`config.mk`:
```
export PLATFORM = sky130hd
export DESIGN_NAME = umd_regs
export DESIGN_NICKNAME = d
export VERILOG_FILES = /design/src/umd_pkg.sv /design/src/umd_regs.sv
export VERILOG_INCLUDE_DIRS = /design/src
export SDC_FILE = /design/constraint.sdc
export NUM_CORES = 1
export LEC_CHECK = 0
export ABC_AREA = 1
export BUFFER_PORTS_ARGS = -buffer_cell sky130_fd_sc_hd__buf_2
export CAP_MARGIN = 20
export CELL_PAD_IN_SITES_DETAIL_PLACEMENT = 0
export CELL_PAD_IN_SITES_GLOBAL_PLACEMENT = 1
export CORE_ASPECT_RATIO = 1.2
export CORE_MARGIN = 5
export CORE_UTILIZATION = 40
export DETAILED_ROUTE_END_ITERATION = 8
export GPL_ROUTABILITY_DRIVEN = 1
export PLACE_DENSITY = 0.81
export SLEW_MARGIN = 10
export SYNTH_ARGS = -nofsm -noshare
export SYNTH_HDL_FRONTEND = slang
export SYNTH_SLANG_ARGS = --single-unit
```
`constraint.sdc`:
```
create_clock -name clk_sys -period 2.4 [get_ports clk_sys]
set_input_delay 0.12 -clock clk_sys [delete_from_list [all_inputs] [get_ports clk_sys]]
set_output_delay 0.12 -clock clk_sys [all_outputs]
set_load 0.05 [all_outputs]
```
`src/umd_params.svh`:
```
// Constants of the modem-status, divisor and flow-control register block.
// Assumes inclusion by bare name; definitions only.
`ifndef UMD_PARAMS_SVH
`define UMD_PARAMS_SVH

// Register word indices on the Avalon-MM slave
`define UMD_IDX_LINE_STATUS   4'h0
`define UMD_IDX_MODEM_STATUS  4'h1
`define UMD_IDX_SCRATCH_PAD   4'h2
`define UMD_IDX_DIV_LOW       4'h3
`define UMD_IDX_DIV_HIGH      4'h4
`define UMD_IDX_DIV_FRACTION  4'h5
`define UMD_IDX_ENH_FEATURE   4'h6
`define UMD_IDX_INT_ENABLE    4'h7
`define UMD_IDX_MODEM_CONTROL 4'h8
`define UMD_IDX_FIFO_CONTROL  4'h9
`define UMD_IDX_INT_STATUS    4'hA
`define UMD_IDX_RESUME_ONE    4'hB
`define UMD_IDX_RESUME_TWO    4'hC
`define UMD_IDX_PAUSE_ONE     4'hD
`define UMD_IDX_PAUSE_TWO     4'hE

// Reset values
`define UMD_RST_SCRATCH       8'hFF
`define UMD_RST_DIV_LOW       8'h01
`define UMD_RST_ZERO          8'h00

// Field positions
`define UMD_EFR_ENH_BIT       4
`define UMD_EFR_SPECIAL_BIT   5
`define UMD_EFR_AUTOCTS_BIT   7
`define UMD_IER_MODEM_BIT     3
`define UMD_IER_FLOW_BIT      5
`define UMD_MCR_LOOP_BIT      4
`define UMD_MCR_XONANY_BIT    5
`define UMD_MCR_IRDA_BIT      6
`define UMD_MCR_PRESCALE_BIT  7
`define UMD_ISR_FLOW_BIT      4

// Write masks of the bits that only change while enhanced writes are on
`define UMD_MASK_IER_ENH      8'hF0
`define UMD_MASK_FCR_ENH      8'h30
`define UMD_MASK_MCR_ENH      8'hE0
`define UMD_MASK_ISR_ENH      8'h30
`define UMD_MASK_ALL          8'hFF

// Receive error counter width (holds 0..64 tagged bytes)
`define UMD_ERRCNT_W          7

`endif

```
`src/umd_pkg.sv`:
```
// Types shared by the modem-status, divisor and flow-control register block.
// Assumes umd_params.svh is on the include path.
`include "umd_params.svh"

package umd_pkg;

  // Oversampling rate presented to the baud generator
  typedef enum logic [1:0]
  {
    UMD_RATE_16X = 2'b00,
    UMD_RATE_8X  = 2'b01,
    UMD_RATE_4X  = 2'b10
  } umd_rate_t;

  // Baud generator and line configuration
  typedef struct packed {
    logic [15:0] divInt;
    logic [3:0]  divFrac;
    umd_rate_t   rate;
    logic        prescaleBy4;
    logic        irdaEn;
    logic        loopback;
  } umd_line_cfg_t;

  // Transmit software flow-control configuration
  typedef struct packed {
    logic [1:0] txSel;
    logic [7:0] resumeOne;
    logic [7:0] resumeTwo;
    logic [7:0] pauseOne;
    logic [7:0] pauseTwo;
  } umd_flow_cfg_t;

  // Whole state of the register block
  typedef struct packed {
    logic                      busy;
    logic [7:0]                rdata;
    logic [3:0]                pinMeta;
    logic [3:0]                pinSync;
    logic                      primed;
    logic [3:0]                prevStat;
    logic [3:0]                delta;
    logic [7:0]                scratch;
    logic [7:0]                divLow;
    logic [7:0]                divHigh;
    logic [7:0]                divFrac;
    logic [7:0]                enhFeature;
    logic [7:0]                intEnable;
    logic [7:0]                modemControl;
    logic [7:0]                fifoControl;
    logic [7:0]                intStatus;
    logic [7:0]                resumeOne;
    logic [7:0]                resumeTwo;
    logic [7:0]                pauseOne;
    logic [7:0]                pauseTwo;
    logic [`UMD_ERRCNT_W-1:0]  errCnt;
    logic                      seqResume;
    logic                      seqPause;
    logic                      txPaused;
  } umd_state_t;

endpackage

```
`src/umd_regs.sv`:
```
// Per-channel UART register block: line error summary, modem status with
// loopback, scratch pad, fractional baud divisor, enhanced feature control
// and software flow-control character matching.
// Assumes a receive datapath that reports FIFO pushes/pops of tagged bytes
// and offers each received character once, and a transmitter that obeys
// txHold at character boundaries.
//
// Overview of operation
// - Error summary bit set while any stored receive byte carries an error tag.
// - Clear-to-send, data-set-ready, carrier-detect deltas set on any change.
// - Ring delta set only when the ring pin goes low to high.
// - Modem interrupt when any delta set and its enable bit is one.
// - Auto clear-to-send: high pin holds transmitter after current character.
// - Clear-to-send status is inverted pin, or request-to-send bit in loopback.
// - Data-set-ready status is inverted pin, or terminal-ready bit in loopback.
// - Ring status is inverted pin, or modem control bit 2 in loopback.
// - Carrier status is inverted pin, or modem control bit 3 in loopback.
// - Eight-bit scratch pad, read/write, resets to all ones.
// - Divisor is high and low bytes as integer plus fraction nibble over 16.
// - Fraction register writable only while enhanced-write bit is one.
// - Fraction bits 5:4 pick 16X, 8X, or 4X when bit 5 set.
// - Feature bits 3:2 pick transmit flow characters: none, first, second, both.
// - Feature bits 1:0 pick receive comparison, either pair or sequence for 11.
// - Dual mode treats the two characters as one back-to-back sequence.
// - Enhanced-write bit gates the enhanced bits; clearing it freezes them.
// - Reset clears all enhanced bits including the fraction register.
// - Special detect matches second pause character, stores it, flags status bit 4.
// - With second-pair compare, a special match is dropped and raises both events.
// - Modem control bit 4 selects internal loopback; clear by default.
`timescale 1ns/100ps

module umd_regs
  import umd_pkg::*;
(
  // Clock and reset
  input  wire logic          clk_sys,
  input  wire logic          nrst,
  // Avalon-MM slave, word addressed
  input  wire logic [3:0]    avs_address,
  input  wire logic          avs_read,
  input  wire logic          avs_write,
  input  wire logic [31:0]   avs_writedata,
  output logic [31:0]        avs_readdata,
  output logic               avs_waitrequest,
  // Modem input pins, active low, asynchronous
  input  wire logic          ctsN,
  input  wire logic          dsrN,
  input  wire logic          ring_indicator_n,
  input  wire logic          carrier_detect_n,
  // Modem output pins, active low
  output logic               rtsN,
  output logic               dtrN,
  // Receive datapath status
  input  wire logic [6:0]    lineStatLow,
  input  wire logic          rxPushErr,
  input  wire logic          rxPopErr,
  input  wire logic          rxCharValid,
  input  wire logic [7:0]    rxChar,
  output logic               rxStore,
  // Transmit control and flow events
  output logic               txHold,
  output logic               pauseEvt,
  output logic               specialEvt,
  // Interrupt requests and configuration
  output logic               modemIrq,
  output logic               flowIrq,
  output umd_line_cfg_t      lineCfg,
  output umd_flow_cfg_t      flowCfg,
  output logic [7:0]         fifoCtrl
);

  umd_state_t r;
  umd_state_t next_r;

  // Replace only the bits under mask when enabled
  function automatic logic [7:0] gatedWrite(input logic [7:0] oldV, input logic [7:0] newV,
                                            input logic [7:0] mask, input logic en);
    gatedWrite = en ? ((oldV & ~mask) | (newV & mask)) : oldV;
  endfunction

  // Oversampling decode; bit 5 wins over bit 4
  function automatic umd_rate_t rateOf(input logic [7:0] frac);
    if (frac[5])
      rateOf = UMD_RATE_4X;
    else if (frac[4])
      rateOf = UMD_RATE_8X;
    else
      rateOf = UMD_RATE_16X;
  endfunction

  logic       acc;
  logic       done;
  logic       wrDone;
  logic       enhOn;
  logic       loopOn;
  logic [3:0] stat;
  logic [3:0] chg;
  logic [7:0] wd;
  logic [7:0] rdVal;
  logic       m1on, m2on, m1off, m2off;
  logic       hitOn, hitOff;
  logic       flowChar;
  logic       seqMode;
  logic [1:0] rxSel;
  logic [1:0] txSel;
  logic       errUp, errDown;

  // Bus handshake: first cycle registers read data, second completes
  assign acc             = avs_read | avs_write;
  assign avs_waitrequest = acc & ~r.busy;
  assign done            = acc & r.busy;
  assign wrDone          = done & avs_write;
  assign avs_readdata    = {24'h000000, r.rdata};
  assign wd              = avs_writedata[7:0];

  // Field decode
  assign enhOn  = r.enhFeature[`UMD_EFR_ENH_BIT];
  assign loopOn = r.modemControl[`UMD_MCR_LOOP_BIT];
  assign rxSel  = r.enhFeature[1:0];
  assign txSel  = r.enhFeature[3:2];

  // Modem status source: inverted pins, or modem control bits in loopback
  always_comb
  begin
    if (loopOn)
    begin
      stat[0] = r.modemControl[1];
      stat[1] = r.modemControl[0];
      stat[2] = r.modemControl[2];
      stat[3] = r.modemControl[3];
    end
    else
    begin
      stat = ~r.pinSync;
    end
  end

  // Change detection; ring only on pin low-to-high, i.e. status falling
  always_comb
  begin
    chg = 4'h0;
    if (r.primed)
    begin
      chg[0] = stat[0] ^ r.prevStat[0];
      chg[1] = stat[1] ^ r.prevStat[1];
      chg[2] = r.prevStat[2] & ~stat[2];
      chg[3] = stat[3] ^ r.prevStat[3];
    end
  end

  // Flow-control character compares
  assign m1on  = rxChar == r.resumeOne;
  assign m2on  = rxChar == r.resumeTwo;
  assign m1off = rxChar == r.pauseOne;
  assign m2off = rxChar == r.pauseTwo;
  // Transmit select 11 or 00 turns receive 11 into sequence matching
  assign seqMode = (rxSel == 2'b11) && (txSel[1] == txSel[0]);

  always_comb
  begin
    hitOn    = 1'b0;
    hitOff   = 1'b0;
    flowChar = 1'b0;
    case (rxSel)
      2'b10:
      begin
        hitOn  = m1on;
        hitOff = m1off;
      end
      2'b01:
      begin
        hitOn  = m2on;
        hitOff = m2off;
      end
      2'b11:
      begin
        if (seqMode)
        begin
          hitOn  = r.seqResume & m2on;
          hitOff = r.seqPause & m2off;
        end
        else
        begin
          hitOn  = m1on | m2on;
          hitOff = m1off | m2off;
        end
      end
      default:
      begin
        hitOn  = 1'b0;
        hitOff = 1'b0;
      end
    endcase
    // Single-character flow chars are consumed; sequence chars pass on
    if (!seqMode)
      flowChar = hitOn | hitOff;
  end

  // Character events; a special match in second-pair mode is a flow char
  assign specialEvt = rxCharValid & r.enhFeature[`UMD_EFR_SPECIAL_BIT] & m2off;
  assign pauseEvt   = rxCharValid & hitOff;
  assign rxStore    = rxCharValid & ~flowChar;

  // Error tag bookkeeping of the receive FIFO
  assign errUp   = rxPushErr & ~rxPopErr;
  assign errDown = rxPopErr & ~rxPushErr & (r.errCnt != '0);

  // Read mux, sampled in the first cycle of a read
  always_comb
  begin
    rdVal = 8'h00;
    case (avs_address)
      `UMD_IDX_LINE_STATUS:   rdVal = {(r.errCnt != '0), lineStatLow};
      `UMD_IDX_MODEM_STATUS:  rdVal = {stat, r.delta};
      `UMD_IDX_SCRATCH_PAD:   rdVal = r.scratch;
      `UMD_IDX_DIV_LOW:       rdVal = r.divLow;
      `UMD_IDX_DIV_HIGH:      rdVal = r.divHigh;
      `UMD_IDX_DIV_FRACTION:  rdVal = r.divFrac;
      `UMD_IDX_ENH_FEATURE:   rdVal = r.enhFeature;
      `UMD_IDX_INT_ENABLE:    rdVal = r.intEnable;
      `UMD_IDX_MODEM_CONTROL: rdVal = r.modemControl;
      `UMD_IDX_FIFO_CONTROL:  rdVal = r.fifoControl;
      `UMD_IDX_INT_STATUS:    rdVal = r.intStatus;
      `UMD_IDX_RESUME_ONE:    rdVal = r.resumeOne;
      `UMD_IDX_RESUME_TWO:    rdVal = r.resumeTwo;
      `UMD_IDX_PAUSE_ONE:     rdVal = r.pauseOne;
      `UMD_IDX_PAUSE_TWO:     rdVal = r.pauseTwo;
      default:                rdVal = 8'h00;
    endcase
  end

  // Next-state of the whole block
  always_comb
  begin
    next_r = r;
    // Bus sequencing
    next_r.busy = acc & ~r.busy;
    if (avs_read & ~r.busy)
      next_r.rdata = rdVal;

    // Pin synchroniser; only the second stage is looked at
    next_r.pinMeta  = {carrier_detect_n, ring_indicator_n, dsrN, ctsN};
    next_r.pinSync  = r.pinMeta;
    // No false delta at reset
    next_r.primed   = 1'b1;
    next_r.prevStat = stat;

    // Deltas: clear only what the read reported, new changes win
    next_r.delta = r.delta;
    if (done && avs_read && avs_address == `UMD_IDX_MODEM_STATUS)
      next_r.delta = r.delta & ~r.rdata[3:0];
    next_r.delta = next_r.delta | chg;

    // Receive error count
    if (errUp)
      next_r.errCnt = r.errCnt + `UMD_ERRCNT_W'(1);
    else if (errDown)
      next_r.errCnt = r.errCnt - `UMD_ERRCNT_W'(1);

    // Flow control state, hardware events
    next_r.seqResume = r.seqResume;
    next_r.seqPause  = r.seqPause;
    if (rxCharValid)
    begin
      next_r.seqResume = seqMode & m1on;
      next_r.seqPause  = seqMode & m1off;
      if (hitOff)
        next_r.txPaused = 1'b1;
      else if (hitOn || r.modemControl[`UMD_MCR_XONANY_BIT])
        next_r.txPaused = 1'b0;
    end
    // Flow off drops a stale pause
    if (rxSel == 2'b00)
      next_r.txPaused = 1'b0;

    // Register writes on the completing edge
    if (wrDone)
    begin
      case (avs_address)
        `UMD_IDX_SCRATCH_PAD:   next_r.scratch = wd;
        `UMD_IDX_DIV_LOW:       next_r.divLow = wd;
        `UMD_IDX_DIV_HIGH:      next_r.divHigh = wd;
        `UMD_IDX_DIV_FRACTION:
          next_r.divFrac = gatedWrite(r.divFrac, wd, `UMD_MASK_ALL, enhOn);
        `UMD_IDX_ENH_FEATURE:   next_r.enhFeature = wd;
        `UMD_IDX_INT_ENABLE:
        begin
          next_r.intEnable = gatedWrite(r.intEnable, wd, ~`UMD_MASK_IER_ENH, 1'b1);
          next_r.intEnable = gatedWrite(next_r.intEnable, wd, `UMD_MASK_IER_ENH, enhOn);
        end
        `UMD_IDX_MODEM_CONTROL:
        begin
          next_r.modemControl = gatedWrite(r.modemControl, wd, ~`UMD_MASK_MCR_ENH, 1'b1);
          next_r.modemControl = gatedWrite(next_r.modemControl, wd, `UMD_MASK_MCR_ENH,
                                           enhOn);
        end
        `UMD_IDX_FIFO_CONTROL:
        begin
          next_r.fifoControl = gatedWrite(r.fifoControl, wd, ~`UMD_MASK_FCR_ENH, 1'b1);
          next_r.fifoControl = gatedWrite(next_r.fifoControl, wd, `UMD_MASK_FCR_ENH,
                                          enhOn);
        end
        `UMD_IDX_INT_STATUS:
          next_r.intStatus = gatedWrite(r.intStatus, wd, `UMD_MASK_ISR_ENH, enhOn);
        `UMD_IDX_RESUME_ONE:    next_r.resumeOne = wd;
        `UMD_IDX_RESUME_TWO:    next_r.resumeTwo = wd;
        `UMD_IDX_PAUSE_ONE:     next_r.pauseOne = wd;
        `UMD_IDX_PAUSE_TWO:     next_r.pauseTwo = wd;
        default:                next_r.scratch = r.scratch;
      endcase
    end

    // Flow and special events set status bit 4 after any write: set wins
    if (specialEvt || pauseEvt)
      next_r.intStatus[`UMD_ISR_FLOW_BIT] = 1'b1;
  end

  // State register; reset puts the channel in legacy-compatible form
  always_ff @(posedge clk_sys or negedge nrst)
  begin
    if (!nrst)
    begin
      r              <= '0;
      r.scratch      <= `UMD_RST_SCRATCH;
      r.divLow       <= `UMD_RST_DIV_LOW;
      r.divHigh      <= `UMD_RST_ZERO;
      r.divFrac      <= `UMD_RST_ZERO;
      r.pinMeta      <= 4'hF;
      r.pinSync      <= 4'hF;
    end
    else
    begin
      r <= next_r;
    end
  end

  // Interrupt requests
  assign modemIrq = (|r.delta) & r.intEnable[`UMD_IER_MODEM_BIT];
  assign flowIrq  = r.intStatus[`UMD_ISR_FLOW_BIT] & r.intEnable[`UMD_IER_FLOW_BIT];

  // Transmitter hold: auto clear-to-send or software pause
  assign txHold = (r.enhFeature[`UMD_EFR_AUTOCTS_BIT] & ~stat[0]) | r.txPaused;

  // Modem outputs go inactive while looped back internally
  assign rtsN = ~(r.modemControl[1] & ~loopOn);
  assign dtrN = ~(r.modemControl[0] & ~loopOn);

  // Configuration outputs, all from registers
  always_comb
  begin
    lineCfg.divInt      = {r.divHigh, r.divLow};
    lineCfg.divFrac     = r.divFrac[3:0];
    lineCfg.rate        = rateOf(r.divFrac);
    lineCfg.prescaleBy4 = r.modemControl[`UMD_MCR_PRESCALE_BIT];
    lineCfg.irdaEn      = r.modemControl[`UMD_MCR_IRDA_BIT];
    lineCfg.loopback    = loopOn;
    flowCfg.txSel       = txSel;
    flowCfg.resumeOne   = r.resumeOne;
    flowCfg.resumeTwo   = r.resumeTwo;
    flowCfg.pauseOne    = r.pauseOne;
    flowCfg.pauseTwo    = r.pauseTwo;
  end

  // Plain register out
  assign fifoCtrl = r.fifoControl;

endmodule

```
==> run_results.csv <==
group,metric,value,unit
status,outcome,"complete, no violations",
placement,pre_cts_slack,0.4663,ns
clock_network,cts_buffers,17,
grt,antenna_found_initial,1,
timing,fmax,449.7,MHz
worst_setup_path,critical_path_class,"reg2out",
timing,finalCritPeriodShare,92.66,%
synthesis,synthFlopType,"dfrtp_1",
synthesis,netlist_area,7413,µm²
placement,gp_congestion,0.9301,
worst_setup_path,crit_slowest_cell,"dfrtp_1",
clock_network,clock_sinks,134,
drt,drc,0,
power,power.leakage,4.307,nW
drt,routed_wl,22570,µm
timing,skew,0.005941,ns
floorplan,start_util,40.64,%
drt,vias,6323,
drt,drtPass1Iterations,6,
power,powerDensity,1004,nW/µm²
worst_setup_path,critical_path.top_delay_family,"simple AND/OR/NAND/NOR gates",
timing,max_slew_margin,51.65,%
drt,routed_via_density,5.071,
timing,setup_slack,0.1761,ns
clock_network,clock_path_buffers,2,
clock_network,htreeDepth,4,
drt,wl_per_cell,18.10,µm
synthesis,yosysWarningCount,0,
timing,period_minus_slack,2.224,ns
worst_setup_path,critPathArrivalTime,2.10,ns
clock_network,cts_root_buf,"clkbuf_16",
synthesis,syn_inst,940,
worst_setup_path,slowest_delay,0.44,ns
synthesis,synth.distinct_cells,37,
synthesis,synth.area.top_cells,"dfrtp_1, nand2_1, buf_4",
layout,synthToLayoutAreaGrowth,13.37,%
grt,grt_pass1_wl,35070,µm
worst_setup_path,required,2.28,ns
placement,portBuffers,121,
floorplan,io_pins,170,
worst_setup_path,start_kind,"flip-flop",
power,ir_worst_vdd,0.5613,mV
layout,stdcell_count,1247,
job,max_cap_viol_count,0,
synthesis,synth_top_area_share,39.49,%
worst_hold_path,min_path_type,"in2reg",
grt,grtUsageTotal,21.40,%
worst_setup_path,cp_max_fo,6,
synthesis,synth-seq-area-share,45.52,%
placement,placed_area,7639,µm²
timing,tns,0,ns
worst_setup_path,reg2reg_setup_slack,0.51,ns
timing,rsz0062_at_grt,"false",
synthesis,async_flop_share,100.0,%
floorplan,die_x,134.3,µm
floorplan,die_area,21370,µm²
floorplan,fp.coreArea,18240,µm²
grt,grt_pass1_vias,6215,
worst_setup_path,path_cells,"nand2_1 > inv_1 > nand3_1 > inv_1 > a21oi_1 > nand2_1 > nand2_1 > nor2_1 > nand2_1 > a21oi_1 > buf_2",
placement,place_hpwl,16760,µm
synthesis,synth-seq-cells,134,
synthesis,avgSynthCellArea,7.887,µm²
worst_setup_path,crit_buf_inv,3,
layout,drive_gt1_share,20.84,%
clock_network,clock_latency,0.42,ns
grt,globalRouteOverflowTotal,0,
synthesis,synth-edff-count,0,
timing,maxSlewViolCount,0,
clock_network,clkTransAtPathRegs,0.06,ns
layout,finish.utilization,46.07,%
floorplan,die_h,159.1,µm
timing,finalHoldViolations,0,
synthesis,synth_top_area_cell,"dfrtp_1",
timing,worstMarginPinSlew,0.7226,ns
layout,nets,1077,
floorplan,placementRows,54,
grt,grt_max_degree,60,
worst_setup_path,end_kind,"output pin",
drt,drt_iter0_markers,431,
worst_setup_path,crit_path_frequent_cell,"nand2_1",
timing,finalSetupViolations,0,
drt,antenna_left,0,
placement,dp_cells,1199,
layout,stdcell_area,8404,µm²
clock_network,cts_tree,"yes",
[tightest hold or removal path, cell delays in order]
cell	delay [ns]
buf_2	0.10
nand2_1	0.09
o21ai_0	0.09
[power by group]
group / switching (W) / internal, W
sequential: 0.000422 / 0.00272
clock: 0.00100 / 0.00167
combinational: 0.00194 / 0.000685
[layout by cell type, fill, tap and decap left out, drive strengths merged, types with 11 or more instances in the layout]
cell type and n:
nand3 28, dfstp 17, nand2 285, a221oi 11
buf 127, inv 103, clkbuf 22, nor2 60
dlygate4sd3 15, conb 25, xnor2 14, dfrtp 117
o21ai 129
[cell type report]
class | instances | area [µm²]
multi-input combinational | 612 | 2932
antenna | 1 | 2.502
clock buffer | 22 | 494.2
tap | 224 | 280.3
inverter | 102 | 382.9
sequential | 134 | 3374
clock inverter | 10 | 118.9
timing repair buffer | 142 | 819.5
fill | 1820 | 9838
[sequential cells by signal, indices dropped and copies added, names as in the netlist]
register	flops
avs_readdata	8
enhOn	1
fifoCtrl	8
flowCfg	34
lineCfg	23
next_r	4
r	56
[per-stage QoR]
step / total power [W] / hold slack, ns
final: 0.008440 / 0.02699
after CTS: 0.008488 / 0.007822
after global placement: 0.005743 / 0.1238
after global routing: 0.008884 / 0.04182
after detailed placement: 0.005788 / 0.1234
after floorplan: 0.005394 / -0.1756
[synth_stat cells, drive strengths merged (4+ instances only)]
master and n:
a21oi 10, nand2 285, nand4 5, nor2 60
clkbuf 11, o21ai 129, dfrtp 117, o22ai 6
nor3 4, inv 102, a221oi 11, xnor2 14
nand3 28, dfstp 17, xor2 5, buf 104
a22o 4, a211oi 6, ha 5
[cell families (layout without fill, tap and decap cells)]
group / after synthesis / count (layout) / share of synthesized area [%]
AOI/OAI and AO/OA: 178 / 178 / 13.62
xor gates and xnor gates: 19 / 19 / 2.245
other: 2 / 26 / 0.1013
DFF: 134 / 134 / 45.52
adders and majority gates: 6 / 6 / 1.114
and+or+nand+nor: 384 / 384 / 21.30
buffers and inverters: 217 / 276 / 16.10
[path summary, 6_finish.rpt]
check                                  from     endpoint  depth (start not counted)
setup reg to reg                     r[139]   flowCfg[7]                          5
hold reg to reg                 next_r[123]       r[123]                          0
setup / recovery                      r[74]      rxStore                         11
max in group asynchronous              nrst       r[126]                          3
min in group asynchronous              nrst  fifoCtrl[2]                          2
hold / removal             avs_writedata[5]  fifoCtrl[5]                          3
[layer usage]
| metal | GRT usage, % | wire [µm] | vias up |
|---|---|---|---|
| li1 | - | - | 3045 |
| met1 | 27.18 | 9331 | 3007 |
| met2 | 34.74 | 10850 | 221 |
| met3 | 4.772 | 1456 | 50 |
| met4 | 9.769 | 932 | 0 |
| met5 | 0 | 0 | - |
[timing repair]
action	in CTS	in global routing
hold buffers	15	0
endpoints found under the hold margin	57	0
resized for setup	0	0
setup buffers	0	0
setup endpoints to repair	0	0
Power figures use the tool's default switching activity.
